[config.mk]
export PLATFORM = sky130hd
export DESIGN_NAME = hcrs_sequencer
export DESIGN_NICKNAME = d
export VERILOG_FILES = /design/src/hcrs_sequencer.v /design/src/hcrs_wait_timer.v
export VERILOG_INCLUDE_DIRS = /design/src
export SDC_FILE = /design/constraint.sdc
export NUM_CORES = 1
export LEC_CHECK = 0
export ABC_AREA = 1
export BUFFER_PORTS_ARGS = -buffer_cell sky130_fd_sc_hd__buf_2
export CELL_PAD_IN_SITES_DETAIL_PLACEMENT = 1
export CELL_PAD_IN_SITES_GLOBAL_PLACEMENT = 2
export CORE_MARGIN = 2
export CORE_UTILIZATION = 35
export CTS_BUF_LIST = sky130_fd_sc_hd__clkbuf_8
export CTS_CLUSTER_DIAMETER = 40
export DETAILED_ROUTE_END_ITERATION = 8
export GPL_ROUTABILITY_DRIVEN = 0
export PLACE_DENSITY_LB_ADDON = 0.1
export SYNTH_ARGS = -nofsm -noshare
export SYNTH_HDL_FRONTEND = slang
export SYNTH_HIERARCHICAL = 1
export SYNTH_SLANG_ARGS = --single-unit
[constraint.sdc]
create_clock -name clk_sys_in -period 1.8 [get_ports clk_sys_in]
set_clock_uncertainty 0.05 [all_clocks]
set_input_delay 0.09 -clock clk_sys_in [delete_from_list [all_inputs] [get_ports clk_sys_in]]
set_output_delay 0.09 -clock clk_sys_in [all_outputs]
set_load 0.02 [all_outputs]
[src/hcrs_defs.vh]
// Constants for the host commanded reboot sequencer
`ifndef HCRS_DEFS_VH
`define HCRS_DEFS_VH
`define HCRS_RESTART_CONTROL_ADDR 8'ha2
`define HCRS_REQUEST_BIT          0
`define HCRS_PENDING_BIT          1
`define HCRS_WAIT_SEL_LSB         2
`define HCRS_WAIT_SEL_MSB         4
`define HCRS_CONTROL_RESET        8'h00
`define HCRS_BASE_WAIT_MS         512
`define HCRS_CLK_HZ               50000000
`define HCRS_BASE_WAIT_CYCLES     (`HCRS_BASE_WAIT_MS * (`HCRS_CLK_HZ / 1000))
`endif

[src/hcrs_sequencer.v]
// Reboot sequencer: restart control register, output switch off, wait, reload
//
// Summary of operation
// - Restart request bit lives in restart control register at address 0xa2.
// - Writing request from zero to one while on turns switches off; restart after wait elapses.
// - Three-bit wait select sets delay from 512 ms up to 65.5 s.
// - Wait pending flag reads one during the wait, clears itself after.
// - Each reboot reloads volatile registers from nonvolatile store, as power-up.
// - Hardware never clears the request bit; it still reads one afterwards.
`include "hcrs_defs.vh"
module hcrs_sequencer #(
  parameter BASE_CYCLES = `HCRS_BASE_WAIT_CYCLES
) (
  input  wire       clk_sys_in,
  input  wire       rstn_in,
  input  wire       reg_write_in,
  input  wire       reg_read_in,
  input  wire [7:0] reg_addr_in,
  input  wire [7:0] reg_wdata_in,
  output reg  [7:0] reg_rdata_out,
  input  wire       reload_done_in,
  output reg        reload_start_out,
  output reg        switch_enable_out
);
  localparam [1:0] ST_ON     = 2'h0;
  localparam [1:0] ST_WAIT   = 2'h1;
  localparam [1:0] ST_RELOAD = 2'h2;

  reg [1:0] state;
  reg       restart_request;
  reg       request_prev;
  reg [2:0] restart_wait_select;
  wire      wait_busy;
  wire      wait_done;
  wire      hit = (reg_addr_in == `HCRS_RESTART_CONTROL_ADDR);
  wire      start_wait = (state == ST_ON) && restart_request && !request_prev;

  // ****************
  // Register access
  // ****************
  always @(posedge clk_sys_in or negedge rstn_in) begin
    if (!rstn_in) begin
      restart_request     <= 1'b0;
      restart_wait_select <= 3'h0;
      request_prev        <= 1'b0;
      reg_rdata_out       <= 8'h00;
    end else begin
      request_prev <= restart_request;
      if (reg_write_in && hit) begin
        restart_request     <= reg_wdata_in[`HCRS_REQUEST_BIT];
        restart_wait_select <= reg_wdata_in[`HCRS_WAIT_SEL_MSB:`HCRS_WAIT_SEL_LSB];
      end
      if (reg_read_in) begin
        if (hit) begin
          reg_rdata_out <= {3'h0, restart_wait_select, wait_busy, restart_request};
        end else begin
          reg_rdata_out <= 8'h00;
        end
      end
    end
  end

  hcrs_wait_timer #(
    .BASE_CYCLES(BASE_CYCLES)
  ) u_wait (
    .clk_sys_in (clk_sys_in),
    .rstn_in    (rstn_in),
    .start_in   (start_wait),
    .select_in  (restart_wait_select),
    .busy_out   (wait_busy),
    .done_out   (wait_done)
  );

  // ********************
  // Reboot state machine
  // ********************
  always @(posedge clk_sys_in or negedge rstn_in) begin
    if (!rstn_in) begin
      state             <= ST_ON;
      switch_enable_out <= 1'b1;
      reload_start_out  <= 1'b0;
    end else begin
      reload_start_out <= 1'b0;
      case (state)
        ST_ON: begin
          // Rising edge only, so a request left at one does not loop
          if (start_wait) begin
            state             <= ST_WAIT;
            switch_enable_out <= 1'b0;
          end
        end
        ST_WAIT: begin
          if (wait_done) begin
            state            <= ST_RELOAD;
            reload_start_out <= 1'b1;
          end
        end
        ST_RELOAD: begin
          if (reload_done_in) begin
            state             <= ST_ON;
            switch_enable_out <= 1'b1;
          end
        end
        default: begin
          state <= ST_ON;
        end
      endcase
    end
  end
endmodule

[src/hcrs_wait_timer.v]
// Programmable doubling wait timer
`include "hcrs_defs.vh"
module hcrs_wait_timer #(
  parameter BASE_CYCLES = `HCRS_BASE_WAIT_CYCLES
) (
  input  wire       clk_sys_in,
  input  wire       rstn_in,
  input  wire       start_in,
  input  wire [2:0] select_in,
  output reg        busy_out,
  output reg        done_out
);
  reg [31:0] base_count;
  // Wide enough to count the 128 intervals of the longest wait
  reg [7:0]  steps_left;
  localparam [31:0] BASE_LAST = BASE_CYCLES - 1;

  // **************************************
  // Base interval times two to the select
  // **************************************
  always @(posedge clk_sys_in or negedge rstn_in) begin
    if (!rstn_in) begin
      base_count <= 32'h0000_0000;
      steps_left <= 8'h00;
      busy_out   <= 1'b0;
      done_out   <= 1'b0;
    end else begin
      done_out <= 1'b0;
      if (start_in && !busy_out) begin
        busy_out   <= 1'b1;
        base_count <= 32'h0000_0000;
        steps_left <= 8'h00;
      end else if (busy_out) begin
        if (base_count == BASE_LAST) begin
          base_count <= 32'h0000_0000;
          // Ends after interval index 2^n-1, so 2^n intervals in all
          if (steps_left == ((8'h01 << select_in) - 8'h01)) begin
            busy_out <= 1'b0;
            done_out <= 1'b1;
          end
          steps_left <= steps_left + 8'h01;
        end else begin
          base_count <= base_count + 32'h0000_0001;
        end
      end
    end
  end
endmodule
### After elaboration in Yosys (flattened, before gate mapping)

Cells that the tools add are included.

* register bits after elaboration: 59
* output and inout port bits: 10

* add/sub/neg operators: 3
* equality and inequality tests: 8
* shifts and indexed selects: 1
* mux-type cells: 24
* reduce and logical (&&, ||, !) cells: 13

Operator list (count)
* 32-bit 2-to-1 mux: 3
* 32-bit by 1-bit adder with 32-bit output, second input constant: 1
* 32-bit by 25-bit == test with 1-bit output, second input constant: 1
* 8-bit 2-to-1 mux: 3
* 1-bit 2-to-1 mux: 12
* 8-bit by 1-bit adder with 8-bit output, second input constant: 1
* 8-bit == test: 1
* 8-bit == test, second input constant: 1
* 1-bit by 3-bit << shifter with 8-bit output, first input constant: 1
* 8-bit by 1-bit subtractor with 8-bit output, second input constant: 1
* 2-bit 2-to-1 mux: 3
* 2-bit case mux with 3 select lines: 1
* 3-bit AND reduction: 2
* 2-bit nonzero test: 3
* 5-bit 2-to-1 mux: 1
* 1-bit logical AND: 4
* 2-bit by 1-bit != test with 1-bit output, second input constant: 2
* 2-bit by 1-bit == test with 1-bit output, second input constant: 1
* 2-bit == test, second input constant: 1
* 1-bit zero test: 2
* 2-bit zero test: 1
* 2-bit != test, second input constant: 1
* 1-bit case mux with 2 select lines: 1
* 2-bit AND reduction: 1

### Logic depth before layout (Yosys ltp)

* depth in word-level cells: 7
* depth in mapped cells: 10

### Hierarchy

The synthesis kept the hierarchy.

By module, submodules not included
* hcrs_wait_timer: times used 1, cells an instance 460, area an instance 3045.4 µm², seq. area each 1051.0 µm²
* hcrs_sequencer: times used 1, cells an instance 81, area an instance 661.9 µm², seq. area each 351.6 µm²

### Least setup slack after synthesis

No wires, ideal clock.

* path kind: register -> register
* start point: register u_wait.base_count[0]
* end point: register u_wait.base_count[11]
* setup time: 0.122 ns
* arrival: 1.396 ns
* slack: 0.232 ns
* cell stages (with the launch flop): 10
* period minus slack after synthesis: 1.568 ns
* cells stage by stage: dfrtp_1 ha_1 nand2_1 nor2_4 nand2_4 nor2_8 nand4_4 nand2_4 buf_12 o21ai_2

* word-level cells in the longest chain between the ends: 4
* elaborated cells between the ends (all ways): 5
* those cells by class: 1 x add/sub; 1 x eq/ne; 3 x mux

RTL lines
* start: declaration: RTL line hcrs_wait_timer.v:13 `reg [31:0] base_count;`
* start signal: assignment: RTL line hcrs_wait_timer.v:43 `base_count <= base_count + 32'h0000_0001;`
* 32-bit by 1-bit adder with 32-bit output / 32-bit by 25-bit == test with 1-bit output (equally long branches): RTL line hcrs_wait_timer.v:43, hcrs_wait_timer.v:34
* 32-bit 2-to-1 mux *: RTL line hcrs_wait_timer.v:34 `if (base_count == BASE_LAST) begin`
* 32-bit 2-to-1 mux *: RTL line hcrs_wait_timer.v:33 `end else if (busy_out) begin`
* 32-bit 2-to-1 mux *: RTL line hcrs_wait_timer.v:29 `if (start_in && !busy_out) begin`

Every way passes the cells marked *; elsewhere a longest branch is shown, timed or not. The select of a mux whose other input is x is not followed.
A chain may end at the register's enable or synchronous reset.

### Worst setup path after layout

* start point: register u_wait.base_count[15]
* end point: register u_wait.steps_left[5]

* word-level cells in the longest chain between the ends: 3

RTL lines
* 32-bit by 25-bit == test with 1-bit output: RTL line hcrs_wait_timer.v:34
* 2-bit nonzero test (no source line)
* 2-bit AND reduction (no source line)
* end signal: assignment: RTL line hcrs_wait_timer.v:41 `steps_left <= steps_left + 8'h01;`
* end: declaration: RTL line hcrs_wait_timer.v:15 `reg [7:0] steps_left;`

Every way passes these cells.

==> metrics.yaml <==
status:
  status: "finished clean"
critical_path:
  max_stage_delay_ns: 0.49
  critPathTopFamily: "simple AND/OR/NAND/NOR gates"
  crit_arrival_ns: 1.91
  crit_slowest_cell: "dfrtp_1"
  setup.worst_path.start_class: "flop"
  crit_type: "reg -> reg"
  path_cells: "nand2_1 -> inv_1 -> nand2_1 -> nor2_1 -> nand4_4 -> nor2_4 -> nand2_1 -> nand2_1"
  worstPathMaxFanout: 6
  crit_path_end_kind: "flop"
  worst-path-buf-inv: 1
  cpMostUsedCell: "nand2_1"
  critPathRequiredTime_ns: 2.03
route:
  drtAntennaViolNets: 0
  wl_met2_mm: 5.39
  m1WireLength_mm: 5.11
  wl_met3_um: 211
  highest_layer: "met4"
  post_drt_via_cell_ratio: 4.80
  vias: 3562
  drt_iter0_drc: 91
  firstDrtPassIters: 4
  wl_per_cell_um: 14.8
  drt-total-wl_mm: 11.0
  drc: 0
power:
  p_leak_nw: 2.17
  power.total_w: 0.00307
  powerDensity_nw_per_um2: 688
  peakVddDrop_uv: 358
layout:
  diodes: 0
  final_cell_mix: "192 x nand2_1, 67 x nor2_1, 62 x inv_1"
  syn2layout_area_growth_pct: 20.1
  layout.nets: 628
  drive_gt1_share_pct: 18.5
  stdcell_count: 742
  final_common_cell: "nand2_1"
timing:
  timing.final.ws_setup_ns: 0.119
  rsz0062_at_grt: "yes"
  setup_viol: 0
  max_freq_mhz: 595
  hold_viol: 0
  fin_crit_ns: 1.68
  final.period_utilization_pct: 93.4
  timing.hold.ws_ns: 0.0853
  fin_setup_tns_ns: 0
  slew_violations: 0
die:
  die_h_um: 107
  die_area_um2: 11400
  core-area_um2: 10300
  ios: 31
  start_util_pct: 35.9
  die-width_um: 107
  fp-row-count: 37
placement:
  hpwlAfterDp_mm: 8.39
  numPortBuffers: 23
  post-place-ws_ns: 0.0553
  dp_cells: 721
clock_tree:
  clk_latency_ns: 0.34
  cts.sinks: 56
  cts-htree-levels: 2
  cts_buffers: 5
  cts-root-buf: "clkbuf_8"
  clk_pin_slew_worst_paths_ns: 0.12
  clockBufferDepth: 2
  tritoncts: "built"
synthesis:
  seq_area_frac_synth_pct: 37.8
  ys_ff_latch: 56
  synth_area_um2: 3710
  synth_warnings: 6
  ys_types: 34
  synth_edf_count: 0
  synthFlopType: "dfrtp_1"
  synthTopCellsByArea: "dfrtp_1 37%, nand2_1 20%, nor2_1 7.3%"
  async_reset_ff_share_pct: 100
  yosysTopAreaCellShare_pct: 37.1
  synth_cells: 541
  postSynthAreaPerCell_um2: 6.85
  yosys.area.top_type: "dfrtp_1"
global_route:
  grt_start_max_net_pins: 25
  grt_usage_pct: 21.1
  grt.overflow.total: 0
  grt_pass1_vias: 3888
  grt_pass1_wl_mm: 18.8
  antenna_found_initial: 0
worst_hold_path:
  min_path_type: "in -> reg"
run:
  drv_cap: 0
-- power breakdown --
part	internal [W]	total, W	switching, W
registers	0.00135	0.00141	0.0000652
clock network	0.000289	0.000789	0.000500
logic	0.000256	0.000863	0.000607
total	0.00189	0.00307	0.00117
-- stage by stage --
| step | area [um2] | utilization, % |
|---|---|---|
| final | 4450 | 43.1 |
| after global routing | 4450 | 43.1 |
| after CTS | 4380 | 42.4 |
| after detailed placement | 4180 | 40.4 |
| after global placement | 4180 | 40.4 |
| after floorplan | 3710 | - |
-- repair_timing --
action	4_1_cts	5_1_grt
hold buffers	11	0
setup buffers	0	2
hold endpoints to repair	25	0
setup endpoints to repair	0	31
gates resized for setup	0	14
-- worst paths after layout --
| path | start | to | slack (ns) | depth (start not counted) |
|---|---|---|---|---|
| max | u_wait/base_count[15] | u_wait/steps_left[5] | 0.12 | 8 |
| min reg2reg | restart_request | request_prev | 0.39 | 0 |
| min in group asynchronous | rstn_in | u_wait/base_count[18] | 0.18 | 2 |
| max in group asynchronous | rstn_in | u_wait/steps_left[3] | 0.87 | 3 |
| min | reg_write_in | restart_request | 0.09 | 4 |
| max reg2reg | u_wait/base_count[15] | u_wait/steps_left[5] | 0.12 | 8 |
-- state kept, by name, indices dropped and copies added (netlist names) --
name and count:
u_wait/base_count 32, restart_wait_select 3, request_prev 1, reg_rdata_out 5, u_wait/done_out 1, reload_start_out 1
state 2, restart_request 1, u_wait/steps_left 8, switch_enable_out 1, u_wait/busy_out 1
-- Yosys cell counts (6+ instances only) --
cell / n
dfrtp_1: 55
inv_1: 62
nand2_1: 194
nand3_1: 40
nand4_1: 14
nor2_1: 72
nor2_2: 7
o21ai_0: 11
o21ai_1: 6
o21ai_2: 11
xnor2_1: 6
xor2_1: 18
-- area by class of cell --
class | instances | area (um2)
clock inverters | 3 | 26.3
flip-flops and latches | 56 | 1400
well taps | 136 | 170
inverters | 63 | 236
multi-input cells | 410 | 2050
repair buffers | 69 | 500
clock buffers | 5 | 68.8
fillers | 1351 | 5870
-- cell families (layout without fill, tap and decap cells) --
| family | after synthesis | after routing | share of synthesized area (%) |
|---|---|---|---|
| simple gates | 350 | 350 | 41.5 |
| other cells | 1 | 3 | 0.101 |
| buf+inv | 77 | 140 | 8.74 |
| fa+ha+maj | 2 | 2 | 0.675 |
| flops | 56 | 56 | 37.8 |
| xor+xnor | 24 | 24 | 5.67 |
| compound gates | 31 | 31 | 5.50 |
-- metal layers --
metal  up-vias  GRT usage (%)
met4         0           7.70
li1       1800              -
met1      1711           26.2
met3        12           3.04
met5         -              0
met2        39           37.0
-- tightest hold or removal path: cells and delay by family --
kind                   cells  cell delay (ns)
buffers and inverters      1             0.13
AND/OR/NAND/NOR            3             0.22
No activity file was read; power rests on OpenSTA's default activity.
